<file path="config.mk">
export PLATFORM = sky130hd
export DESIGN_NAME = pse_event_status_registers
export DESIGN_NICKNAME = d
export VERILOG_FILES = /design/src/pse_event_pkg.sv /design/src/pse_event_status_registers.sv
export SDC_FILE = /design/constraint.sdc
export NUM_CORES = 1
export LEC_CHECK = 0
export ABC_AREA = 1
export BUFFER_PORTS_ARGS = -buffer_cell sky130_fd_sc_hd__buf_2
export CAP_MARGIN = 10
export CORE_AREA = 2 2 113 115
export CTS_CLUSTER_DIAMETER = 60
export DETAILED_ROUTE_END_ITERATION = 8
export DIE_AREA = 0 0 115 117
export PLACE_DENSITY = 0.62
export REMOVE_ABC_BUFFERS = 1
export SETUP_SLACK_MARGIN = 0.02
export SLEW_MARGIN = 20
export SYNTH_ARGS = -nofsm -noshare
export SYNTH_HDL_FRONTEND = slang
export SYNTH_SLANG_ARGS = --single-unit
</file>
<file path="constraint.sdc">
create_clock -name i_ref_clk -period 1.6 [get_ports i_ref_clk]
set_clock_uncertainty 0.2 [all_clocks]
set_input_delay 0.48 -clock i_ref_clk [delete_from_list [all_inputs] [get_ports i_ref_clk]]
set_output_delay 0.48 -clock i_ref_clk [all_outputs]
set_load 0.05 [all_outputs]
</file>
<file path="src/pse_event_pkg.sv">
// constants for the event status register bank
package pse_event_pkg;
   localparam int          CHANNELS        = 4;
   localparam int          CLASS_W         = 4;
   localparam int          DETECT_W        = 4;
   // command codes, peek then clearing read
   localparam logic [7:0]  CMD_DETECT_PEEK = 8'h04;
   localparam logic [7:0]  CMD_DETECT_CLR  = 8'h05;
   localparam logic [7:0]  CMD_FAULT_PEEK  = 8'h06;
   localparam logic [7:0]  CMD_FAULT_CLR   = 8'h07;
   localparam logic [7:0]  CMD_START_PEEK  = 8'h08;
   localparam logic [7:0]  CMD_START_CLR   = 8'h09;
   localparam logic [7:0]  CMD_SUPPLY_PEEK = 8'h0A;
   localparam logic [7:0]  CMD_SUPPLY_CLR  = 8'h0B;
   // reset values and the all-ones clear mask
   localparam logic [7:0]  EVENT_RESET     = 8'h00;
   localparam logic [7:0]  SUPPLY_RESET    = 8'h70;
   localparam logic [7:0]  UNMAPPED_DATA   = 8'h00;
   localparam logic [3:0]  NIBBLE_ZERO     = 4'h0;
   localparam logic [7:0]  ALL_CLEAR       = 8'hFF;
   // supply and fault event bit positions
   localparam int          SUP_THERMAL     = 7;
   localparam int          SUP_CORE_LOCK   = 6;
   localparam int          SUP_CORE_WARN   = 5;
   localparam int          SUP_PWR_UV      = 4;
   localparam int          SUP_FAST_SHDN   = 1;
   localparam int          SUP_MEMORY      = 0;
   // interrupt mask and summary bit positions
   localparam int          MSK_SUPPLY      = 7;
   localparam int          MSK_START       = 6;
   localparam int          MSK_LIMIT       = 5;
   localparam int          MSK_CLASS       = 4;
   localparam int          MSK_DETECT      = 3;
   localparam int          MSK_DISCONNECT  = 2;
endpackage : pse_event_pkg

</file>
<file path="src/pse_event_status_registers.sv">
// sticky event status registers for a four channel power sourcing controller
module pse_event_status_registers
   import pse_event_pkg::*;
(
   input  wire logic                        i_ref_clk,
   input  wire logic                        i_reset,
   // command port of the serial interface
   input  wire logic                        i_rd_strobe,
   input  wire logic [7:0]                  i_rd_cmd,
   output logic      [7:0]                  o_rd_data,
   output logic                             o_rd_valid,
   // configuration
   input  wire logic                        i_class_change_only_enable,
   input  wire logic                        i_detect_change_only_enable,
   input  wire logic                        i_auto_mode,
   input  wire logic [7:0]                  i_int_mask,
   input  wire logic                        i_int_enable,
   input  wire logic [CHANNELS-1:0]         i_power_enable_change_flag,
   // per channel event pulses
   input  wire logic [CHANNELS-1:0]         i_class_done,
   input  wire logic [CHANNELS*CLASS_W-1:0] i_class_value,
   input  wire logic [CHANNELS-1:0]         i_detect_done,
   input  wire logic [CHANNELS*DETECT_W-1:0] i_detect_value,
   input  wire logic [CHANNELS-1:0]         i_disconnect,
   input  wire logic [CHANNELS-1:0]         i_overload_fault,
   input  wire logic [CHANNELS-1:0]         i_current_limit_fault,
   input  wire logic [CHANNELS-1:0]         i_start_time_fault,
   input  wire logic [CHANNELS-1:0]         i_discovery_error,
   input  wire logic [CHANNELS-1:0]         i_channel_off,
   // supply events
   input  wire logic                        i_thermal_shutdown,
   input  wire logic                        i_core_supply_lockout,
   input  wire logic                        i_core_supply_warning,
   input  wire logic                        i_power_supply_undervoltage,
   input  wire logic                        i_fast_shutdown_disable,
   input  wire logic                        i_memory_fault,
   // outputs
   output logic      [7:0]                  o_event_summary,
   output logic                             o_int_n,
   output logic                             o_turn_off_all,
   output logic      [CHANNELS-1:0]         o_power_on_fault_write,
   output logic      [CHANNELS-1:0]         o_power_on_fault_discovery
);

   // set wins over clear so an event in the clearing cycle survives
   function automatic logic [7:0] sticky(input logic [7:0] cur,
                                         input logic [7:0] set,
                                         input logic [7:0] clr);
      sticky = set | (cur & ~clr);
   endfunction : sticky

   logic [7:0]                   detect_class_event;
   logic [7:0]                   disconnect_overload_event;
   logic [7:0]                   start_limit_event;
   logic [7:0]                   supply_fault_event;
   logic [CHANNELS*CLASS_W-1:0]  last_class;
   logic [CHANNELS*DETECT_W-1:0] last_detect;

   // read decode
   wire       rd_detect_clr = i_rd_strobe && (i_rd_cmd == CMD_DETECT_CLR);
   wire       rd_fault_clr  = i_rd_strobe && (i_rd_cmd == CMD_FAULT_CLR);
   wire       rd_start_clr  = i_rd_strobe && (i_rd_cmd == CMD_START_CLR);
   wire       rd_supply_clr = i_rd_strobe && (i_rd_cmd == CMD_SUPPLY_CLR);
   logic [7:0] rd_select;

   // both codes of a register return the same value
   always_comb begin
      unique case (i_rd_cmd)
         CMD_DETECT_PEEK, CMD_DETECT_CLR: rd_select = detect_class_event;
         CMD_FAULT_PEEK,  CMD_FAULT_CLR:  rd_select = disconnect_overload_event;
         CMD_START_PEEK,  CMD_START_CLR:  rd_select = start_limit_event;
         CMD_SUPPLY_PEEK, CMD_SUPPLY_CLR: rd_select = supply_fault_event;
         default:                         rd_select = UNMAPPED_DATA;
      endcase
   end

   // thermal shutdown forces every channel off, logic here keeps running
   assign o_turn_off_all = i_thermal_shutdown;
   wire [CHANNELS-1:0] off_ch = i_channel_off |
                                {CHANNELS{i_thermal_shutdown}};
   wire [7:0] off_mask = {off_ch, off_ch};

   // class and detect change qualification per channel
   logic [CHANNELS-1:0] class_set;
   logic [CHANNELS-1:0] detect_set;
   always_comb begin
      for (int c = 0; c < CHANNELS; c++) begin
         class_set[c] = i_class_done[c] && (!i_class_change_only_enable ||
            (i_class_value[c*CLASS_W +: CLASS_W] !=
             last_class[c*CLASS_W +: CLASS_W]));
         detect_set[c] = i_detect_done[c] && (!i_detect_change_only_enable ||
            (i_detect_value[c*DETECT_W +: DETECT_W] !=
             last_detect[c*DETECT_W +: DETECT_W]));
      end
   end

   // discovery errors do not count as start faults in automatic mode
   wire [CHANNELS-1:0] disc_err   = i_discovery_error &
                                    {CHANNELS{!i_auto_mode}};
   wire [CHANNELS-1:0] start_set  = i_start_time_fault | disc_err;
   wire [CHANNELS-1:0] cause_wr   = start_set &
                                    ~i_power_enable_change_flag;

   // set vectors, channel 1 in bit 0 of each nibble
   wire [7:0] dc_set  = {class_set, detect_set};
   wire [7:0] fo_set  = {i_disconnect, i_overload_fault};
   wire [7:0] sl_set  = {i_current_limit_fault, start_set};
   logic [7:0] sup_set;
   always_comb begin
      sup_set                = EVENT_RESET;
      sup_set[SUP_THERMAL]   = i_thermal_shutdown;
      sup_set[SUP_CORE_LOCK] = i_core_supply_lockout;
      sup_set[SUP_CORE_WARN] = i_core_supply_warning;
      sup_set[SUP_PWR_UV]    = i_power_supply_undervoltage;
      sup_set[SUP_FAST_SHDN] = i_fast_shutdown_disable;
      sup_set[SUP_MEMORY]    = i_memory_fault;
   end

   // clear vectors: clearing read wipes all, turn-off wipes the channel
   wire [7:0] dc_clr  = (rd_detect_clr ? ALL_CLEAR : EVENT_RESET) | off_mask;
   wire [7:0] fo_clr  = (rd_fault_clr  ? ALL_CLEAR : EVENT_RESET) | off_mask;
   wire [7:0] sl_clr  = (rd_start_clr  ? ALL_CLEAR : EVENT_RESET) | off_mask;
   wire [7:0] sup_clr = rd_supply_clr ? ALL_CLEAR : EVENT_RESET;

   wire [7:0] next_dc  = sticky(detect_class_event, dc_set, dc_clr);
   // only the status bit is touched, limit counters live elsewhere
   wire [7:0] next_fo  = sticky(disconnect_overload_event, fo_set,
                                fo_clr);
   wire [7:0] next_sl  = sticky(start_limit_event, sl_set, sl_clr);
   wire [7:0] next_sup = sticky(supply_fault_event, sup_set, sup_clr);

   // event registers hold until cleared
   always_ff @(posedge i_ref_clk) begin
      if (i_reset) begin
         detect_class_event        <= EVENT_RESET;
         disconnect_overload_event <= EVENT_RESET;
         start_limit_event         <= EVENT_RESET;
         supply_fault_event        <= SUPPLY_RESET;
      end else begin
         detect_class_event        <= next_dc;
         disconnect_overload_event <= next_fo;
         start_limit_event         <= next_sl;
         supply_fault_event        <= next_sup;
      end
   end

   // last class and detect results, for change-only reporting
   always_ff @(posedge i_ref_clk) begin
      if (i_reset) begin
         last_class  <= '0;
         last_detect <= '0;
      end else begin
         for (int c = 0; c < CHANNELS; c++) begin
            if (i_class_done[c]) begin
               last_class[c*CLASS_W +: CLASS_W] <=
                  i_class_value[c*CLASS_W +: CLASS_W];
            end
            if (i_detect_done[c]) begin
               last_detect[c*DETECT_W +: DETECT_W] <=
                  i_detect_value[c*DETECT_W +: DETECT_W];
            end
         end
      end
   end

   // read data and power-on fault cause strobes are registered
   always_ff @(posedge i_ref_clk) begin
      if (i_reset) begin
         o_rd_data                  <= UNMAPPED_DATA;
         o_rd_valid                 <= 1'b0;
         o_power_on_fault_write     <= '0;
         o_power_on_fault_discovery <= '0;
      end else begin
         o_rd_valid                 <= i_rd_strobe;
         if (i_rd_strobe) begin
            o_rd_data <= rd_select;
         end
         o_power_on_fault_write     <= cause_wr;
         o_power_on_fault_discovery <= cause_wr & disc_err;
      end
   end

   // summary follows register contents, so a clearing read drops it
   always_comb begin
      o_event_summary                 = EVENT_RESET;
      o_event_summary[MSK_SUPPLY]     = |supply_fault_event;
      o_event_summary[MSK_START]      = |start_limit_event[3:0];
      o_event_summary[MSK_LIMIT]      = |start_limit_event[7:4] |
                                        |disconnect_overload_event[3:0];
      o_event_summary[MSK_CLASS]      = |detect_class_event[7:4];
      o_event_summary[MSK_DETECT]     = |detect_class_event[3:0];
      o_event_summary[MSK_DISCONNECT] = |disconnect_overload_event[7:4];
   end

   // masked categories cannot pull the pin; pin released when emptied
   wire int_req = i_int_enable && |(o_event_summary & i_int_mask);
   assign o_int_n = !int_req;

endmodule : pse_event_status_registers

</file>
==> results of run 1 <==
-- where the power goes --
group	switching, mW	internal (mW)	total [mW]	leakage [nW]
Sequential	0.0643	2.13	2.19	0.671
Clock	0.769	1.07	1.83	0.124
Combinational	0.427	0.357	0.785	1.69
-- registers in the layout (all words and copies together), names as in the netlist --
register	cells
last_detect	16
o_rd_valid	1
disconnect_overload_event	8
o_power_on_fault_write	4
detect_class_event	8
o_rd_data	8
o_power_on_fault_discovery	4
start_limit_event	8
last_class	16
supply_fault_event	8
-- cells in the mapped netlist, drive strengths merged, types with 2 or more instances --
cell type,n
a22oi,2
inv,50
or2,3
nor3,8
o21ai,45
xnor2,13
clkbuf,8
and3,4
nor2,68
nand4,5
buf,8
nand2,67
dfxtp,81
nand3,48
xor2,13
a21oi,63
-- critical path, cell delays in order (launching register included) --
cell and delay [ns]:
sky130_fd_sc_hd__dfxtp_2 0.32, sky130_fd_sc_hd__nor2_2 0.10, sky130_fd_sc_hd__nand3_1 0.08, sky130_fd_sc_hd__nor2_1 0.09, sky130_fd_sc_hd__inv_1 0.06, sky130_fd_sc_hd__a22oi_2 0.18, sky130_fd_sc_hd__nand3_1 0.12, sky130_fd_sc_hd__nand2_1 0.09
sky130_fd_sc_hd__buf_6 0.15
-- worst min path at each step --
stage	from	endpoint	slack [ns]	cells after the start
2_1_floorplan	supply_fault_event[3]	supply_fault_event[3]	0.24	2
3_3_place_gp	supply_fault_event[3]	supply_fault_event[3]	0.25	2
3_5_place_dp	o_rd_data[3]	o_rd_data[3]	0.25	2
6_report	i_power_enable_change_flag[1]	o_power_on_fault_write[1]	0.11	2
5_1_grt	i_power_enable_change_flag[2]	o_power_on_fault_write[2]	0.11	2
4_1_cts	i_power_enable_change_flag[1]	o_power_on_fault_write[1]	0.1	2
-- cell type report --
cell class / instances / area [um^2] / share of cell area
diodes: 1 / 2.50 / 0.000491
clock buffers: 12 / 246 / 0.0484
clock inverters: 1 / 5.00 / 0.000982
inverters: 50 / 188 / 0.0368
multi-input cells: 342 / 1740 / 0.340
flip-flops and latches: 81 / 1630 / 0.320
well taps: 150 / 188 / 0.0368
repair buffers: 169 / 1100 / 0.216
-- kinds of logic (layout without fill, tap and decap cells) --
family | count (synthesis) | in the layout
XOR/XNOR | 26 | 26
flip-flops | 81 | 81
buffers and inverters | 66 | 232
AO/OA/AOI/OAI | 111 | 111
AND/OR/NAND/NOR | 203 | 203
other | 1 | 3
-- per-stage QoR --
step / setup WS, ns / hold slack [ns] / power, mW / instances / TNS (ns)
3_5_place_dp: -0.433 / 0.251 / 2.97 / 791 / -7.86
6_report: -0.611 / 0.113 / 4.81 / 806 / -1.88
2_1_floorplan: -0.536 / 0.237 / 2.58 / 473 / -0.536
5_1_grt: -0.767 / 0.109 / 5.07 / 805 / -2.42
4_1_cts: -0.642 / 0.0987 / 4.85 / 804 / -2.02
3_3_place_gp: -0.385 / 0.246 / 2.95 / 791 / -6.23
-- per-layer routing --
metal / track usage / vias up / share of wire
li1: - / 1929 / -
met1: 0.192 / 1672 / 0.46
met2: 0.265 / 84 / 0.48
met3: 0.0371 / 17 / 0.046
met4: 0.0771 / 0 / 0.022
met5: 0 / - / 0
-- what timing repair did --
action / in CTS / in global routing
gates resized for setup: 36 / 28
pin swaps: 4 / 9
endpoints found under the setup margin: 24 / 25
buffers inserted: 1 / 2
==> results.toml, run 1 <==
[run_status]
run_status = "complete, but fails checks"
violations_in_the_final_reports = "setup timing"

[synthesis]
synth_enable_flop_cells = 0
synthDominantAreaCellType = "sky130_fd_sc_hd__dfxtp_1"
syn-mean-instance-area_um2 = 7.32
syn_inst = 488
synthDistinctLibCells = 25
synth_compound_area_frac = 0.158
netlist_area_um2 = 3570
synth_top_family_by_area = "simple AND/OR/NAND/NOR gates"
synth_flop_cell = "sky130_fd_sc_hd__dfxtp_1"
synth.yosys.seq_area_share = 0.454
ys_seq_elements = 81
yosys-top-cells-area = "sky130_fd_sc_hd__dfxtp_1 (45%), sky130_fd_sc_hd__a21oi_1 (8.8%), sky130_fd_sc_hd__nor2_1 (6.9%)"
yosysWarnings = 0
synth_top_area_share = 0.454
synth_adder_area_share = 0
post_synth_mux_area_share = 0
synth-async-reset-ratio = 0
yosys.area_share.simple = 0.247
synth-xor-area-share = 0.0637

[grt]
number_of_global_route_vias_before_repair = 3694
globalRoute.totalOverflow = 0
grt_max_degree = 25
grt_pass1_wl_um = 16600
grt_util_all_layers = 0.158
antenna_found_initial = 1

[finish]
most-common-layout-cells = "sky130_fd_sc_hd__buf_2 (95), sky130_fd_sc_hd__dfxtp_1 (75), sky130_fd_sc_hd__a21oi_1 (63)"
layout-area-overhead-vs-synth_pct = 42.6
most_common_library_cell_in_the_layout_ignoring_fill_and_taps = "sky130_fd_sc_hd__buf_2"
fill_cells = 1293
final_core_utilization = 0.414
drive_above_1_share = 0.324
final_area_um2 = 5100
final_net_count = 750

[pwr]
peakVddDrop_mv = 0.604
leakage_nw = 2.49
pwr_density_cell_nw_per_um2 = 944

[cts]
clock_tree.root_cell = "sky130_fd_sc_hd__clkbuf_16"
clock_transition_time_at_the_flip_flop_clock_pins_of_the_worst_setup_and_hold_paths_ns = 0.06
max-clock-path-buffers = 2
worst_skew_pair.late_latency_ns = 0.34
cts_tree = "done"
cts_inserted_buffers = 9
postCtsHoldBufs = 0
cts_htree_levels = 3
clkSinkCount = 81

[placement]
place.port_buffers = 119
place.detailed.hpwl_um = 8150
detailed_place.area_um2 = 4660
gp_congestion = 0.863

[timing]
setup_viol = 7
layout_setup_ws_ns = -0.611
finalHoldViolations = 0
min_period_ns = 2.21
final_min_period_over_clock_period = 1.38
final_count_of_pins_violating_max_slew = 0
rsz_0062_raised_after_global_routing = "true"
max_freq_mhz = 452

[worst_setup_path]
worst_r2r_startpoint = "last_detect[11]"
timing.reg2reg.worst_path_depth = 5
critPathLaunchType = "flip-flop"
rrSetupSlack_ns = 0.30
critical_path_required_ns = 0.92
timing.critical_path.from = "supply_fault_event[4]"
cp.arrival_ns = 1.53
worst_setup_path_endpoint = "o_int_n"
crit_fanout = 2
critical_path.reg2reg.endpoint = "detect_class_event[2]"
crit_path_end_kind = "output pin"
timing.setup.critical_path_class = "flip-flop to output pin"

[run]
max-cap-violations = 0

[floorplan]
fp.dieArea_um2 = 13500
fp.dieW_um = 115
ios = 124
die_h_um = 117
core_area_um2 = 12300
start_util = 0.290
row_count = 41

[route]
antenna_violating_nets_post_route = 0
detail_route.wirelength_um = 10300
route.detailed.wl_per_inst_um = 12.7
detail_route.iter0.violations = 128
post-route-drc-count = 0
detail_route.vias_per_cell = 4.59
route.vias.total = 3702
first_pass_iters = 4

[hold_path]
worstHoldPathType = "input port to flip-flop"
No activity file was read; power rests on OpenSTA's default activity.
==> run 2: changes to the inputs <==
--- a/config.mk
+++ b/config.mk
@@ -5,13 +5,14 @@
 export SDC_FILE = /design/constraint.sdc
 export NUM_CORES = 1
 export LEC_CHECK = 0
-export ABC_AREA = 1
+export ABC_AREA = 0
+export ABC_CLOCK_PERIOD_IN_PS = 1600
 export BUFFER_PORTS_ARGS = -buffer_cell sky130_fd_sc_hd__buf_2
 export CAP_MARGIN = 10
-export CORE_AREA = 2 2 113 115
+export CORE_AREA = 2 2 112 114
 export CTS_CLUSTER_DIAMETER = 60
 export DETAILED_ROUTE_END_ITERATION = 8
-export DIE_AREA = 0 0 115 117
+export DIE_AREA = 0 0 114 116
 export PLACE_DENSITY = 0.62
 export REMOVE_ABC_BUFFERS = 1
 export SETUP_SLACK_MARGIN = 0.02
==> run 2 against run 1 <==
The flow still finishes with violations (setup timing); synthesized area down 1.9%; maximum frequency down 10%; register-to-register slack worse by 0.12 ns; die area down 1.7%; wire length grew 2.4%; via count shrank 11%; critical path type unchanged; highest routed layer unchanged.
==> results.toml, run 2 <==
[run_status]
run_status = "complete, but fails checks"
violations_in_the_final_reports = "setup timing"

[cts]
max-clock-path-buffers = 2
cts_tree = "done"
cts_htree_levels = 3
worst_skew_pair.late_latency_ns = 0.34
cts_inserted_buffers = 9
clkSinkCount = 81
postCtsHoldBufs = 0
clock_tree.root_cell = "sky130_fd_sc_hd__clkbuf_16"
clock_transition_time_at_the_flip_flop_clock_pins_of_the_worst_setup_and_hold_paths_ns = 0.06

[worst_setup_path]
crit_path_end_kind = "output pin"
timing.critical_path.max_delay_family = "simple AND/OR/NAND/NOR gates"
critical_path_required_ns = 0.92
crit_fanout = 2
timing.setup.critical_path_class = "flip-flop to output pin"
critical_path.cell_chain = "or4_4 > a22oi_2 > nand2_1 > o21ai_1 > buf_6"
cp.arrival_ns = 1.79
critical_path.slowest_cell = "sky130_fd_sc_hd__or4_4"
cpPeakStageDelay_ns = 0.57
critPathLaunchType = "flip-flop"
timing.critical_path.buf_inv = 1

[pwr]
leakage_nw = 2.36
peakVddDrop_mv = 0.423
comb_power_share = 0.173
report.power.total_mw = 4.99
power.net_switching_mw = 1.33
internal_power_mw = 3.66
pwr_density_cell_nw_per_um2 = 956
p_sw_frac = 0.266
power.share.clock = 0.388
sequentialPowerShare = 0.439

[grt]
antenna_found_initial = 2
grt_pass1_wl_um = 16200
grt_util_all_layers = 0.161
number_of_global_route_vias_before_repair = 3330
grt_max_degree = 29
globalRoute.totalOverflow = 0

[finish]
finish.cell_count_without_fillers = 679
final_core_utilization = 0.438
most-common-layout-cells = "sky130_fd_sc_hd__buf_2 (92), sky130_fd_sc_hd__dfxtp_1 (74), sky130_fd_sc_hd__buf_4 (60)"
reg_top3 = "last_class x16, last_detect x16"
fill_cells = 1170
layout-area-overhead-vs-synth_pct = 48.8
final_net_count = 623
most_common_library_cell_in_the_layout_ignoring_fill_and_taps = "sky130_fd_sc_hd__buf_2"
drive_above_1_share = 0.452

[placement]
place.detailed.hpwl_um = 8240
place.port_buffers = 119
placedCellCount = 660
gp_congestion = 0.848

[timing]
rsz_0062_raised_after_global_routing = "true"
setup_viol = 31
layout_setup_ws_ns = -0.865
final_count_of_pins_violating_max_slew = 0
finalHoldViolations = 0
timing.setup.tns_ns = -8.03
final_min_period_over_clock_period = 1.54
max_freq_mhz = 406
min_period_ns = 2.47

[route]
route.detailed.wl_per_inst_um = 15.5
detail_route.wirelength_um = 10500
post-route-drc-count = 0
route.vias.total = 3292
antenna_violating_nets_post_route = 0
detail_route.vias_per_cell = 4.85
detail_route.iter0.violations = 134
first_pass_iters = 4

[synthesis]
syn-mean-instance-area_um2 = 9.65
synth-async-reset-ratio = 0
synthTopCellsByCount = "sky130_fd_sc_hd__dfxtp_1 (81), sky130_fd_sc_hd__nor2_1 (57), sky130_fd_sc_hd__mux2i_1 (32)"
yosysWarnings = 0
synth_flop_cell = "sky130_fd_sc_hd__dfxtp_1"
synthDominantAreaCellType = "sky130_fd_sc_hd__dfxtp_1"
synthDistinctLibCells = 36
ys_seq_elements = 81
synth_enable_flop_cells = 0
yosys-top-cells-area = "sky130_fd_sc_hd__dfxtp_1 (46%), sky130_fd_sc_hd__mux2i_1 (9.1%), sky130_fd_sc_hd__nor2_1 (6.1%)"
synth_top_area_share = 0.463
post-synth-top-count-cell = "sky130_fd_sc_hd__dfxtp_1"
synth.yosys.seq_area_share = 0.463
netlist_area_um2 = 3500
syn_inst = 363

[floorplan]
core_area_um2 = 11900
ios = 124
fp.dieW_um = 114
start_util = 0.294
die_h_um = 116
row_count = 40
fp.dieArea_um2 = 13200

[hold_path]
worstHoldPathType = "input port to flip-flop"

[run]
max-cap-violations = 0
-- run 2: layout make-up --
cell class | count | area, um^2 | share of cell area
Tap cell | 147 | 184 | 0.0353
Inverter | 2 | 7.51 | 0.00144
Multi-Input combinational cell | 256 | 1930 | 0.369
Antenna cell | 3 | 7.51 | 0.00144
Sequential cell | 81 | 1630 | 0.313
Clock buffer | 11 | 253 | 0.0485
Clock inverter | 3 | 17.5 | 0.00336
Timing Repair Buffer | 176 | 1190 | 0.228
-- run 2: final timing paths --
path	cells past startpoint	start	slack (ns)	end
setup reg to reg	4	last_class[7]	0.18	detect_class_event[5]
hold reg to reg	2	o_rd_data[7]	0.28	o_rd_data[7]
hold / removal	2	i_power_enable_change_flag[0]	0.11	o_power_on_fault_discovery[0]
setup / recovery	5	detect_class_event[3]	-0.87	o_int_n
-- run 2: per-stage QoR --
stage	worst slack [ns]	hold slack (ns)	instance area [um^2]
after floorplan	-1.60	0.247	3390
after global placement	-0.675	0.261	4590
after detailed placement	-0.671	0.257	4590
after CTS	-0.874	0.100	5060
after global routing	-0.938	0.110	5210
final	-0.865	0.109	5220
-- run 2: kinds of logic after synthesis --
group	after synthesis	share of synthesized area
buf+inv	27	0.0350
xor+xnor	32	0.0800
other cells	1	0.00107
simple gates	120	0.169
compound gates	54	0.110
flops	81	0.463
mux	48	0.143
-- run 2: repair_timing --
action	4_1_cts	5_1_grt
resized for setup	62	27
buffers inserted	1	1
setup endpoints to repair	48	40
pin swaps	22	17
-- run 2: power by group through the flow --
stage          sequential, mW  combinational, mW  clock, mW
2_1_floorplan            2.25              0.327          0
3_3_place_gp             2.22              0.762          0
3_5_place_dp             2.22              0.780          0
4_1_cts                  2.18              0.844       1.98
5_1_grt                  2.20              0.938       2.05
6_report                 2.19              0.863       1.93
-- run 2: per-layer routing --
metal	up-vias	routed length (um)	global-route usage
li1	1624	-	-
met1	1549	4490	0.192
met2	107	5030	0.271
met3	12	819	0.0533
met4	0	172	0.0561
met5	-	0	0
==> run 3: changes to the inputs <==
--- a/config.mk
+++ b/config.mk
@@ -9,10 +9,10 @@
 export ABC_CLOCK_PERIOD_IN_PS = 1600
 export BUFFER_PORTS_ARGS = -buffer_cell sky130_fd_sc_hd__buf_2
 export CAP_MARGIN = 10
-export CORE_AREA = 2 2 112 114
+export CORE_AREA = 2 2 117 108
 export CTS_CLUSTER_DIAMETER = 60
 export DETAILED_ROUTE_END_ITERATION = 8
-export DIE_AREA = 0 0 114 116
+export DIE_AREA = 0 0 119 110
 export PLACE_DENSITY = 0.62
 export REMOVE_ABC_BUFFERS = 1
 export SETUP_SLACK_MARGIN = 0.02
@@ -20,3 +20,4 @@
 export SYNTH_ARGS = -nofsm -noshare
 export SYNTH_HDL_FRONTEND = slang
 export SYNTH_SLANG_ARGS = --single-unit
+export TNS_END_PERCENT = 30
==> run 3 against run 2 <==
The flow still finishes with violations (setup timing); critical path depth unchanged; core utilization increased by 0.31 points; sequential cell count unchanged; first-iteration DRC count increased by 13%; clock power increased by 16%; die area decreased by 1.0%.
==> results.toml, run 3 (same netlist as run 2, synthesis figures left out) <==
[run_status]
run_status = "complete, but fails checks"
violations_in_the_final_reports = "setup timing"

[timing]
min_period_ns = 2.48
max_freq_mhz = 403
setup_viol = 31
rsz_0062_raised_after_global_routing = "true"
final_min_period_over_clock_period = 1.55
final_count_of_pins_violating_max_slew = 0
layout_setup_ws_ns = -0.883
finalHoldViolations = 0

[placement]
place.port_buffers = 119
gp_congestion = 0.872
detailed_place.area_um2 = 4580
dp_worst_setup_slack_ns = -0.704
place.detailed.hpwl_um = 8090
placedCellCount = 669

[finish]
final_net_count = 618
most-common-layout-cells = "sky130_fd_sc_hd__buf_2 (92), sky130_fd_sc_hd__dfxtp_1 (76), sky130_fd_sc_hd__buf_4 (55)"
finish.cell_count_without_fillers = 686
reg_top3 = "last_class x16, last_detect x16"
layout-area-overhead-vs-synth_pct = 48.9
most_common_library_cell_in_the_layout_ignoring_fill_and_taps = "sky130_fd_sc_hd__buf_2"
final_area_um2 = 5220
fill_cells = 1156
drive_above_1_share = 0.443
antenna_cells_inserted = 0

[floorplan]
fp.dieW_um = 119
ios = 124
die_h_um = 110
row_count = 38
start_util = 0.296
fp.dieArea_um2 = 13100
core_area_um2 = 11800

[pwr]
peakVddDrop_mv = 0.586
leakage_nw = 2.34
pwr_density_cell_nw_per_um2 = 1010

[route]
detail_route.iter0.violations = 151
post-route-drc-count = 0
antenna_violating_nets_post_route = 0
route.detailed.wl_per_inst_um = 15.3
route.vias.total = 3281
detail_route.vias_per_cell = 4.78
detail_route.wirelength_um = 10500
first_pass_iters = 4

[run]
max-cap-violations = 0

[worst_setup_path]
critical_path.reg2reg.endpoint = "detect_class_event[5]"
critPathLaunchType = "flip-flop"
critical_path_required_ns = 0.92
timing.setup.critical_path_class = "flip-flop to output pin"
cp.arrival_ns = 1.80
crit_path_end_kind = "output pin"
rrSetupSlack_ns = 0.18
worst_r2r_startpoint = "last_class[7]"
timing.reg2reg.worst_path_depth = 4
crit_fanout = 2

[hold_path]
whs_path_depth = 2
min_delay_worst_endpoint = "o_power_on_fault_write[2]"
hold_path.startpoint = "i_power_enable_change_flag[2]"
worstHoldPathType = "input port to flip-flop"

[cts]
cts_htree_levels = 3
cts_inserted_buffers = 9
cts_tree = "done"
postCtsHoldBufs = 0
worst_skew_pair.late_latency_ns = 0.33
max-clock-path-buffers = 2
clock_tree.root_cell = "sky130_fd_sc_hd__clkbuf_16"
clkSinkCount = 81
clock_transition_time_at_the_flip_flop_clock_pins_of_the_worst_setup_and_hold_paths_ns = 0.06

[grt]
globalRoute.totalOverflow = 0
antenna_found_initial = 1
grt_max_degree = 43
number_of_global_route_vias_before_repair = 3361
grt_pass1_wl_um = 16500
grt_util_all_layers = 0.164
-- run 3: report_power, final --
group | total (mW) | leakage [nW] | internal [mW] | switching, mW
registers | 2.19 | 0.670 | 2.12 | 0.0674
logic | 0.859 | 1.51 | 0.423 | 0.436
clock network | 2.23 | 0.159 | 1.41 | 0.821
-- run 3: area by class of cell --
cell class / instances / area, um^2 / area share
tap: 160 / 200 / 0.0384
timing repair buffer: 171 / 1160 / 0.222
sequential: 81 / 1630 / 0.312
clock inverter: 6 / 90.1 / 0.0173
inverter: 2 / 7.51 / 0.00144
clock buffer: 10 / 239 / 0.0458
multi-input combinational: 256 / 1900 / 0.363
-- run 3: worst max path at each step --
stage | to | startpoint | cells past startpoint
floorplan | o_int_n | detect_class_event[1] | 4
global placement | o_int_n | detect_class_event[1] | 5
detailed placement | o_int_n | start_limit_event[1] | 5
CTS | o_int_n | start_limit_event[3] | 5
global route | o_int_n | start_limit_event[1] | 5
finish | o_int_n | start_limit_event[1] | 5
-- run 3: metrics by stage --
stage / utilization / power, mW / setup TNS (ns) / hold slack, ns
floorplan: - / 2.58 / -13.70 / 0.247
global placement: 0.387 / 2.97 / -18.43 / 0.261
detailed placement: 0.387 / 3.00 / -19.62 / 0.262
CTS: 0.431 / 5.32 / -6.27 / 0.103
global route: 0.441 / 5.52 / -7.73 / 0.117
finish: 0.441 / 5.28 / -6.91 / 0.121
-- run 3: worst max-delay path, stage by stage (launching register included) --
cell	delay, ns
sky130_fd_sc_hd__dfxtp_2	0.33
sky130_fd_sc_hd__or4_4	0.56
sky130_fd_sc_hd__a22oi_2	0.19
sky130_fd_sc_hd__nand2_2	0.09
sky130_fd_sc_hd__o21ai_2	0.13
sky130_fd_sc_hd__buf_6	0.17
-- run 3: repair_timing --
action | in CTS | in global routing
gates resized for setup | 57 | 25
setup endpoints to repair | 50 | 45
pin swaps | 18 | 8
setup buffers | 1 | 1
-- run 3: routing by layer --
metal  GRT usage  routed length, um
met1       0.188               4390
met2       0.282               5040
met3      0.0607                872
met4      0.0621                194
met5           0                 13
